`src/logic/cdgo_regs.svh`:
```
// Register map, field positions, reset values and numeric constants for the
// per-lane digital gain and offset correction block.
// Assumes a 16-bit register port addressed by register index.
//
// Operation
// Lane gain code acts only while the amplify correction enable is 1.
// Gain field bits 15..11 is unsigned N giving N times 0.2 dB.
// Lane offset is added only while the dc shift correction enable is 1.
// Offset field bits 9..0 is a 10-bit two's-complement value.
// One offset unit equals one LSB of the 14-bit sample word.
// Software writes the same offset into both registers of a lane pair.
// Lane 2 pair at 0x0f and 0x10, lane 3 pair at 0x11 and 0x12.
// Lane 1 offset mirror at 0x0e, offset bits 9..0, bits 15..10 unused.
// All bits read and write, and reset to zero.
// Lane 1 gain and offset register at 0x0d, same layout as others.
// With both corrections on, apply offset and gain, saturate to range.
`ifndef CDGO_REGS_SVH
`define CDGO_REGS_SVH

// ----------------------------------------------------------------------------
// Register offsets (register index on the port)
// ----------------------------------------------------------------------------
`define CDGO_CH1_GAIN_AND_SHIFT 8'h0d
`define CDGO_CH1_OFFSET_MIRROR 8'h0e
`define CDGO_CH2_GAIN_AND_SHIFT 8'h0f
`define CDGO_CH2_OFFSET_MIRROR 8'h10
`define CDGO_CH3_GAIN_AND_SHIFT 8'h11
`define CDGO_CH3_OFFSET_MIRROR 8'h12
`define CDGO_CTRL 8'h20

// ----------------------------------------------------------------------------
// Field positions and reset values
// ----------------------------------------------------------------------------
`define CDGO_GAIN_MSB 15
`define CDGO_GAIN_LSB 11
`define CDGO_OFS_MSB 9
`define CDGO_OFS_LSB 0
`define CDGO_CTRL_GAIN_EN_BIT 0
`define CDGO_CTRL_OFS_EN_BIT 1
`define CDGO_REG_RESET 16'h0000

// ----------------------------------------------------------------------------
// Gain table: 0.2 dB per code step, linear factor in Q2.14
// ----------------------------------------------------------------------------
`define CDGO_GAIN_FRAC 14

`endif

```
`src/logic/cdgo_pkg.sv`:
```
// Types shared by the gain and offset correction block.
// Assumes the constants header is included by each user.
package cdgo_pkg;
  typedef logic [4:0] cdgo_gain_t;
  typedef logic signed [9:0] cdgo_ofs_t;
  typedef logic [15:0] cdgo_word_t;
  typedef enum logic [1:0] {
    cdgo_pass,
    cdgo_gain_only,
    cdgo_ofs_only,
    cdgo_both
  } cdgo_mode_e;
endpackage

```
`src/logic/cdgo_gain_lut.sv`:
```
// Lookup of the linear multiplier for a gain code in 0.2 dB steps.
// Assumes a purely combinational use inside the lane datapath.
`timescale 1ns/1ns
`include "cdgo_regs.svh"
module cdgo_gain_lut
  import cdgo_pkg::*;
(
  // Code in and factor out.
  input wire cdgo_gain_t code,
  output logic [17:0] factor
);

  // -------------------------------------------------------------------------
  // Factor is round(2^14 * 10^(N*0.2/20)); kept as constants, not a file.
  // -------------------------------------------------------------------------
  always_comb begin
    case (code)
      5'h00: factor = 18'h04000;
      5'h01: factor = 18'h0417e;
      5'h02: factor = 18'h04304;
      5'h03: factor = 18'h04494;
      5'h04: factor = 18'h0462d;
      5'h05: factor = 18'h047cf;
      5'h06: factor = 18'h0497b;
      5'h07: factor = 18'h04b32;
      5'h08: factor = 18'h04cf2;
      5'h09: factor = 18'h04ebd;
      5'h0a: factor = 18'h05092;
      5'h0b: factor = 18'h05273;
      5'h0c: factor = 18'h0545e;
      5'h0d: factor = 18'h05655;
      5'h0e: factor = 18'h05858;
      5'h0f: factor = 18'h05a67;
      5'h10: factor = 18'h05c82;
      5'h11: factor = 18'h05eaa;
      5'h12: factor = 18'h060de;
      5'h13: factor = 18'h06320;
      5'h14: factor = 18'h0656f;
      5'h15: factor = 18'h067cc;
      5'h16: factor = 18'h06a37;
      5'h17: factor = 18'h06cb0;
      5'h18: factor = 18'h06f38;
      5'h19: factor = 18'h071cf;
      5'h1a: factor = 18'h07476;
      5'h1b: factor = 18'h0772c;
      5'h1c: factor = 18'h079f3;
      5'h1d: factor = 18'h07cca;
      5'h1e: factor = 18'h07fb2;
      5'h1f: factor = 18'h082ac;
      default: factor = 18'h04000;
    endcase
  end

endmodule // cdgo_gain_lut

```
`src/logic/cdgo_lane.sv`:
```
// One lane of the correction datapath: offset add, gain, saturation.
// Assumes samples are signed 14-bit words arriving with a valid strobe.
`timescale 1ns/1ns
`include "cdgo_regs.svh"
module cdgo_lane
  import cdgo_pkg::*;
#(
  parameter int SAMPLE_W = 14
) (
  // Clock and reset.
  input wire logic mclk,
  input wire logic srst,
  // Settings.
  input wire cdgo_gain_t gain_code,
  input wire cdgo_ofs_t dc_shift,
  input wire logic amplify_correction_enable,
  input wire logic dc_shift_correction_enable,
  // Samples.
  input wire logic in_valid,
  input wire logic signed [SAMPLE_W-1:0] in_sample,
  output logic out_valid,
  output logic signed [SAMPLE_W-1:0] out_sample
);

  localparam int SUM_W = SAMPLE_W + 1;
  localparam int PROD_W = SUM_W + 19;
  localparam logic signed [PROD_W-1:0] MAX_V = PROD_W'(2 ** (SAMPLE_W - 1) - 1);
  localparam logic signed [PROD_W-1:0] MIN_V = -PROD_W'(2 ** (SAMPLE_W - 1));

  logic [17:0] factor;
  logic signed [SUM_W-1:0] shifted;
  logic signed [PROD_W-1:0] scaled;
  logic signed [PROD_W-1:0] next_scaled;

  cdgo_gain_lut u_lut (
    .code(gain_code),
    .factor(factor)
  );

  // -------------------------------------------------------------------------
  // Offset is sign-extended so one unit is one sample LSB.
  // -------------------------------------------------------------------------
  always_comb begin
    shifted = SUM_W'(in_sample);
    if (dc_shift_correction_enable) begin
      shifted = SUM_W'(in_sample) + SUM_W'(dc_shift);
    end
  end

  // Gain as a Q2.14 multiply; code is ignored while gain is off.
  always_comb begin
    next_scaled = PROD_W'(shifted);
    if (amplify_correction_enable) begin
      next_scaled = (PROD_W'(shifted) * $signed({1'b0, factor})) >>> `CDGO_GAIN_FRAC;
    end
  end

  // Saturate rather than wrap, since a wrap flips the echo polarity.
  always_comb begin
    scaled = next_scaled;
    if (next_scaled > MAX_V) begin
      scaled = MAX_V;
    end else if (next_scaled < MIN_V) begin
      scaled = MIN_V;
    end
  end

  // One register stage for the corrected sample.
  always_ff @(posedge mclk) begin
    if (srst) begin
      out_valid <= 1'b0;
      out_sample <= '0;
    end else begin
      out_valid <= in_valid;
      out_sample <= scaled[SAMPLE_W-1:0];
    end
  end

endmodule // cdgo_lane

```
`src/logic/cdgo_top.sv`:
```
// Register bank and three correction lanes for digital gain and offset.
// Assumes a one-cycle register port and samples synchronous to mclk.
//
// The implementer's own choice: strobed register access.
`timescale 1ns/1ns
`include "cdgo_regs.svh"
module cdgo_top
  import cdgo_pkg::*;
#(
  parameter int SAMPLE_W = 14,
  parameter int LANES = 3
) (
  // Clock and reset.
  input wire logic mclk,
  input wire logic srst,
  // Register port.
  input wire logic [7:0] reg_addr,
  input wire logic [15:0] reg_wdata,
  input wire logic reg_wr,
  input wire logic reg_rd,
  output logic [15:0] reg_rdata,
  // Sample stream, lanes packed lane 1 lowest.
  input wire logic samp_valid,
  input wire logic [LANES*SAMPLE_W-1:0] samp_in,
  output logic corr_valid,
  output logic [LANES*SAMPLE_W-1:0] corr_out,
  // Current mode.
  output cdgo_mode_e mode
);

  // -------------------------------------------------------------------------
  // Storage: each lane has a gain-and-shift word and an offset mirror word.
  // -------------------------------------------------------------------------
  cdgo_word_t gain_word [LANES];
  cdgo_word_t mirror_word [LANES];
  logic amplify_correction_enable;
  logic dc_shift_correction_enable;
  logic [LANES-1:0] lane_valid;
  logic [LANES*SAMPLE_W-1:0] lane_out;

  // Index of the lane whose gain word sits at the address, or LANES.
  function automatic int gain_slot(input logic [7:0] a);
    int i;
    gain_slot = LANES;
    for (i = 0; i < LANES; i++) begin
      if (a == 8'(`CDGO_CH1_GAIN_AND_SHIFT + 2 * i)) begin
        gain_slot = i;
      end
    end
  endfunction

  // Index of the lane whose mirror word sits at the address, or LANES.
  function automatic int mirror_slot(input logic [7:0] a);
    int i;
    mirror_slot = LANES;
    for (i = 0; i < LANES; i++) begin
      if (a == 8'(`CDGO_CH1_OFFSET_MIRROR + 2 * i)) begin
        mirror_slot = i;
      end
    end
  endfunction

  // -------------------------------------------------------------------------
  // Register writes: lane words store every bit as written, control keeps bits 1..0; zero after reset.
  // -------------------------------------------------------------------------
  always_ff @(posedge mclk) begin
    if (srst) begin
      for (int i = 0; i < LANES; i++) begin
        gain_word[i] <= `CDGO_REG_RESET;
        mirror_word[i] <= `CDGO_REG_RESET;
      end
    end else if (reg_wr) begin
      for (int i = 0; i < LANES; i++) begin
        if (gain_slot(reg_addr) == i) begin
          gain_word[i] <= reg_wdata;
        end
        if (mirror_slot(reg_addr) == i) begin
          mirror_word[i] <= reg_wdata;
        end
      end
    end
  end

  // Global enables live in a control register of their own.
  always_ff @(posedge mclk) begin
    if (srst) begin
      amplify_correction_enable <= 1'b0;
      dc_shift_correction_enable <= 1'b0;
    end else if (reg_wr && reg_addr == `CDGO_CTRL) begin
      amplify_correction_enable <= reg_wdata[`CDGO_CTRL_GAIN_EN_BIT];
      dc_shift_correction_enable <= reg_wdata[`CDGO_CTRL_OFS_EN_BIT];
    end
  end

  // -------------------------------------------------------------------------
  // Read data stands only in the cycle after the strobe; unmapped reads zero.
  // -------------------------------------------------------------------------
  always_ff @(posedge mclk) begin
    if (srst) begin
      reg_rdata <= '0;
    end else if (reg_rd) begin
      reg_rdata <= '0;
      if (reg_addr == `CDGO_CTRL) begin
        reg_rdata <= {14'h0000, dc_shift_correction_enable, amplify_correction_enable};
      end
      for (int i = 0; i < LANES; i++) begin
        if (gain_slot(reg_addr) == i) begin
          reg_rdata <= gain_word[i];
        end
        if (mirror_slot(reg_addr) == i) begin
          reg_rdata <= mirror_word[i];
        end
      end
    end else begin
      reg_rdata <= '0;
    end
  end

  // Mode reflects which corrections are live.
  always_ff @(posedge mclk) begin
    if (srst) begin
      mode <= cdgo_pass;
    end else begin
      case ({dc_shift_correction_enable, amplify_correction_enable})
        2'b01: mode <= cdgo_gain_only;
        2'b10: mode <= cdgo_ofs_only;
        2'b11: mode <= cdgo_both;
        default: mode <= cdgo_pass;
      endcase
    end
  end

  // -------------------------------------------------------------------------
  // Lanes. The datapath takes the offset from the gain-and-shift word only;
  // the mirror copy is expected to match and is kept for readback.
  // -------------------------------------------------------------------------
  for (genvar g = 0; g < LANES; g++) begin : g_lane
    cdgo_lane #(
      .SAMPLE_W(SAMPLE_W)
    ) u_lane (
      .mclk(mclk),
      .srst(srst),
      .gain_code(gain_word[g][`CDGO_GAIN_MSB:`CDGO_GAIN_LSB]),
      .dc_shift(gain_word[g][`CDGO_OFS_MSB:`CDGO_OFS_LSB]),
      .amplify_correction_enable(amplify_correction_enable),
      .dc_shift_correction_enable(dc_shift_correction_enable),
      .in_valid(samp_valid),
      .in_sample(samp_in[g*SAMPLE_W +: SAMPLE_W]),
      .out_valid(lane_valid[g]),
      .out_sample(lane_out[g*SAMPLE_W +: SAMPLE_W])
    );
  end

  // Outputs are already registered inside the lanes.
  assign corr_valid = lane_valid[0];
  assign corr_out = lane_out;

endmodule // cdgo_top

```
`config.mk`:
```
export PLATFORM = sky130hd
export DESIGN_NAME = cdgo_top
export DESIGN_NICKNAME = d
export VERILOG_FILES = /design/src/logic/cdgo_pkg.sv /design/src/logic/cdgo_gain_lut.sv /design/src/logic/cdgo_lane.sv /design/src/logic/cdgo_top.sv
export VERILOG_INCLUDE_DIRS = /design/src /design/src/logic
export SDC_FILE = /design/constraint.sdc
export NUM_CORES = 2
export LEC_CHECK = 0
export BUFFER_PORTS_ARGS = -buffer_cell sky130_fd_sc_hd__buf_4
export CORE_MARGIN = 2
export CORE_UTILIZATION = 60
export CTS_BUF_LIST = sky130_fd_sc_hd__clkbuf_16
export CTS_CLUSTER_SIZE = 10
export DETAILED_ROUTE_END_ITERATION = 12
export PLACE_DENSITY = 0.83
export SLEW_MARGIN = 40
export SYNTH_ARGS = -nofsm -noshare
export SYNTH_HDL_FRONTEND = slang
export SYNTH_HIERARCHICAL = 1
export SYNTH_SLANG_ARGS = --single-unit
```
`constraint.sdc`:
```
create_clock -name mclk -period 15.2 [get_ports mclk]
set_clock_uncertainty 0.2 [all_clocks]
set_input_delay 1.52 -clock mclk [delete_from_list [all_inputs] [get_ports mclk]]
set_output_delay 1.52 -clock mclk [all_outputs]
set_load 0.01 [all_outputs]
```
* Word level (Yosys, flattened, before mapping)
Memory sizes are Yosys's and may differ from the RTL's. Index checks and enable logic that the tools add are counted.
Storage, ports and cells: output and inout bits 61, bits in writable memories 96, memories kept 5, bits in read-only memories 1536, latch bits 0, bits of input ports 71, register bits 63
Memory list:
- (no name shown) | depth 32, bits a word 16, rd ports 1, clocked after Yosys merged registers in 0, wr ports 0, RTL line cdgo_gain_lut.sv:17 | case (code)
- (no name shown) | depth 32, bits a word 16, rd ports 1, clocked after Yosys merged registers in 0, wr ports 0, RTL line cdgo_gain_lut.sv:17
- (no name shown) | depth 32, bits a word 16, rd ports 1, clocked after Yosys merged registers in 0, wr ports 0, RTL line cdgo_gain_lut.sv:17
- gain_word | depth 3, bits a word 16, rd ports 3, clocked after Yosys merged registers in 0, wr ports 3, RTL line cdgo_top.sv:34 | cdgo_word_t gain_word [LANES];
- mirror_word | depth 3, bits a word 16, rd ports 3, clocked after Yosys merged registers in 0, wr ports 3, RTL line cdgo_top.sv:35 | cdgo_word_t mirror_word [LANES];
Operators by class: bitwise logic cells 7, reduce and logical (&&, ||, !) cells 9, multipliers 3, equality and inequality tests 18, multiplexer cells 66, magnitude comparators 6, add/subtract/negate cells 3, shift operators 0, div/mod/pow operators 0
Operators with widths (number):
- $mux W32 | 12
- $mux W16 | 12
- $eq A32 B2 Y1 const B | 4
- $eq A32 B3 Y1 const B | 4
- $logic_not A32 Y1 | 4
- $gt A34 B14 Y1 const B | 3
- $lt A34 B14 Y1 const B | 3
- $mul A15 B19 Y34 | 3
- $mux W34 | 3
- $add A14 B10 Y15 | 3
- $mux W15 | 3
- $mux W14 | 3
- $mux W13 | 3
- $mux W1 | 26
- $eq A8 B4 Y1 const B | 3
- $eq A8 B5 Y1 const B | 3
- $eq A8 B6 Y1 const B | 1
- $reduce_or A2 Y1 | 4
- $mux W2 | 3
- $or A1 B1 Y1 | 6
- $pmux W2 S3 | 1
- $eq A2 B2 Y1 const B | 2
- $eq A2 B1 Y1 const B | 1
- $logic_and A1 B1 Y1 | 1
- $not A1 Y1 | 1

* Longest topological paths before layout
depth in word-level cells 13, depth in mapped cells 34, gate-level depth less buffers 31

* Hierarchy
The synthesis kept the hierarchy.
Modules (own cells, without submodules):
- cdgo_lane at g_lane[2].u_lane | area each 10588.9 µm², seq. area each 300.3 µm², cells each 1255, instances 1
- cdgo_lane at g_lane[1].u_lane | area each 10583.9 µm², seq. area each 300.3 µm², cells each 1257, instances 1
- cdgo_lane at g_lane[0].u_lane | area each 10497.6 µm², seq. area each 300.3 µm², cells each 1237, instances 1
- cdgo_top | area each 4601.9 µm², seq. area each 3283.1 µm², cells each 314, instances 1
- cdgo_gain_lut at g_lane[1].u_lane.u_lut | area each 947.2 µm², seq. area each 0.0 µm², cells each 139, instances 1
- cdgo_gain_lut at g_lane[2].u_lane.u_lut | area each 872.1 µm², seq. area each 0.0 µm², cells each 136, instances 1
- cdgo_gain_lut at g_lane[0].u_lane.u_lut | area each 852.1 µm², seq. area each 0.0 µm², cells each 127, instances 1

* Worst setup path after synthesis
No wires, ideal clock.
path kind input-to-reg, start point in samp_in[0], end point reg g_lane[0].u_lane.out_sample[4], arrival time 9.598 ns, library setup time 0.067 ns, slack 5.334 ns, stages 31, required time 14.933 ns, cells stage by stage ha_1 -> fa_1 -> a211oi_1 -> o21bai_1 -> a211o_1 -> a21o_1 -> a21oi_1 -> nor4b_1 -> a311o_1 -> clkbuf_1 -> and2_1 -> fa_1 -> fa_1 -> fa_1 -> fa_1 -> fa_1 -> inv_1 -> fa_1 -> inv_1 -> ha_1 -> buf_2 -> nand4_1 -> or3_1 -> o221ai_1 -> a2111oi_1 -> o21bai_1 -> xnor2_1 -> or4_1 -> o41a_1 -> buf_6 -> o21ai_2
Between the ends: longest elaborated chain between the ends 7, elaborated cells between the ends (all ways) 8, classes of those cells add/sub (1); mul (1); order compare (2); mux (4)
RTL lines:
- start, declared | RTL line cdgo_top.sv:24 | input wire logic [LANES*SAMPLE_W-1:0] samp_in,
- $add A14 B10 Y15 | RTL line cdgo_lane.sv:46 | shifted = SUM_W'(in_sample) + SUM_W'(dc_shift);
- $mux W15 (*) | RTL line cdgo_lane.sv:45 | if (dc_shift_correction_enable) begin
- $mul A15 B19 Y34 | RTL line cdgo_lane.sv:54 | next_scaled = (PROD_W'(shifted) * $signed({1'b0, factor})) >>> `CDGO_GAIN_FRAC;
- $mux W34 (*) | RTL line cdgo_lane.sv:53 | if (amplify_correction_enable) begin
- $lt A34 B14 Y1 | RTL line cdgo_lane.sv:63 | end else if (next_scaled < MIN_V) begin
- $mux W14 | RTL line cdgo_lane.sv:63
- $mux W13 (*) | RTL line cdgo_lane.sv:61 | if (next_scaled > MAX_V) begin
- end signal, assigned | RTL line cdgo_lane.sv:75 | out_sample <= scaled[SAMPLE_W-1:0];
- end, declared | RTL line cdgo_lane.sv:22 | output logic signed [SAMPLE_W-1:0] out_sample
Mark *: on every way between the ends. The rest lies on a longest branch, timed or not. A chain may end at the register's enable or synchronous reset.

* Final worst setup path
start point in samp_in[0], end point reg g_lane[0].u_lane.out_sample[0]
The elaborated chain is that of the path after synthesis.

==> impl_metrics.ini <==
[run_status]
status = completed

[placed_design]
hpwl_um = 82350
place_inst = 5294
gp_congestion = 0.9595
place_area_um2 = 40430
placement.io_buffers = 131

[global_routing]
grt_pass1_wl_um = 171900
grt.total_usage = 0.3249
grt-ovfl-total = 0
grt_max_degree = 58
first_global_vias = 33354
antenna_found_initial = 9

[cts]
path_clk_slew_ps = 70
cts_buffers = 17
cts_setup_buffers = 0
cts.sinks = 159
hold_buffers = 0
cts-resized-gates = 0
worstSkewPairLatency_ps = 490
clk_path_buf_depth = 2
cts_root_buf = clkbuf_16
htree_levels = 4
tritoncts = yes

[critical_path]
endpoint_kind = flop
worstSetupStartpointType = input port
crit_slowest_cell = o311ai_4
crit_arrival_ps = 10860
crit_fanout = 19
required_ps = 15310
crit_top_cell = fa_1
cpPeakStageDelay_ps = 710
critPathKind = in -> reg

[layout]
layout_commonest_cell = inv_1
drive_gt1_frac = 0.08272
syn2layout_area_growth_pct = 5.698
fin_area_um2 = 41110
final_cell_mix = inv_1, nand2_1, fa_1
stdcell_count = 5331
nNetsFinal = 5569

[route]
viasPerCell = 6.059
drt-total-wl_um = 106000
vias = 32302
firstDrtPassIters = 6
drc = 0
detail-route-antenna-nets = 0
wl_per_cell_um = 19.89
drtIter0Drc = 2588

[sta]
relSlewSlack = 0.4034
setup_violations = 0
tns_ps = 0
rsz0062_at_grt = no
worst_pin_slew_ps = 894.9
hold_viol = 0
drv_slew = 0
fmax_mhz = 93.03
fin_crit_sh = 0.7072
post-route-min-period_ps = 10750
whs_ps = 262.7

[die]
dieArea_um2 = 66870
rows = 93
start_util = 0.6055
io_pins = 132
core_um2 = 64230
die_x_um = 258.6
fp.dieH_um = 258.6

[hold_path]
hp-class = reg -> reg

[run]
drv.max_cap_violation_count = 0

[logic_synthesis]
synthCells = 4461
syn_avg_cell_area_um2 = 8.718
synth_area_um2 = 38890
ys_warn_count = 6
[metal layers]
metal	wire [um]	vias up	global-route usage
met5	46	-	0
met4	5203	6	0.1572
met3	11370	365	0.08402
met2	49710	1622	0.5306
met1	39690	15921	0.4025
li1	-	14388	-
[flip-flops by register name, indices dropped and copies added (netlist names)]
register	flops
mirror_word	48
g_lane.u_lane/out_valid	1
g_lane.u_lane/out_sample	42
reg_rdata	16
amplify_correction_enable	1
dc_shift_correction_enable	1
gain_word	48
mode	2
[path summary, 6_finish.rpt]
| check | from | end | slack [ps] | cells past startpoint |
|---|---|---|---|---|
| worst max-delay path | samp_in[0] | g_lane[0].u_lane/out_sample[0]$_SDFF_PP0_ | 4450 | 30 |
| worst min-delay path | dc_shift_correction_enable$_SDFFE_PP0P_ | mode[1]$_SDFF_PP0_ | 260 | 1 |
| worst max register to register | gain_word[0][0]$_DFFE_PP_ | g_lane[0].u_lane/out_sample[0]$_SDFF_PP0_ | 5100 | 29 |
| worst min register to register | dc_shift_correction_enable$_SDFFE_PP0P_ | mode[1]$_SDFF_PP0_ | 260 | 1 |
[through the flow]
| step | setup slack (ps) | util |
|---|---|---|
| finish | 4450 | 0.6400 |
| global route | 4187 | 0.6400 |
| CTS | 4485 | 0.6389 |
| detailed placement | 3947 | 0.6294 |
| global placement | 4095 | 0.6287 |
| floorplan | 5334 | - |
[final cells by class]
class | count | area, um^2
multi-input cells | 3297 | 30830
fillers | 5332 | 23120
flip-flops and latches | 159 | 4149
inverters | 789 | 2962
repair buffers | 196 | 1476
well taps | 855 | 1070
clock buffers | 17 | 425.4
clock inverters | 15 | 190.2
diodes | 3 | 7.507
[critical path, delay by kind of cell]
family          cells  cell delay, ps
fa+ha+maj           9            4130
compound gates     11            3530
mux                 1             600
simple gates        3             580
buf+inv             5             350
xor+xnor            1             140
Power is not shown: default switching activity piles up to over one toggle a cycle in this logic, so the estimate is an artifact.
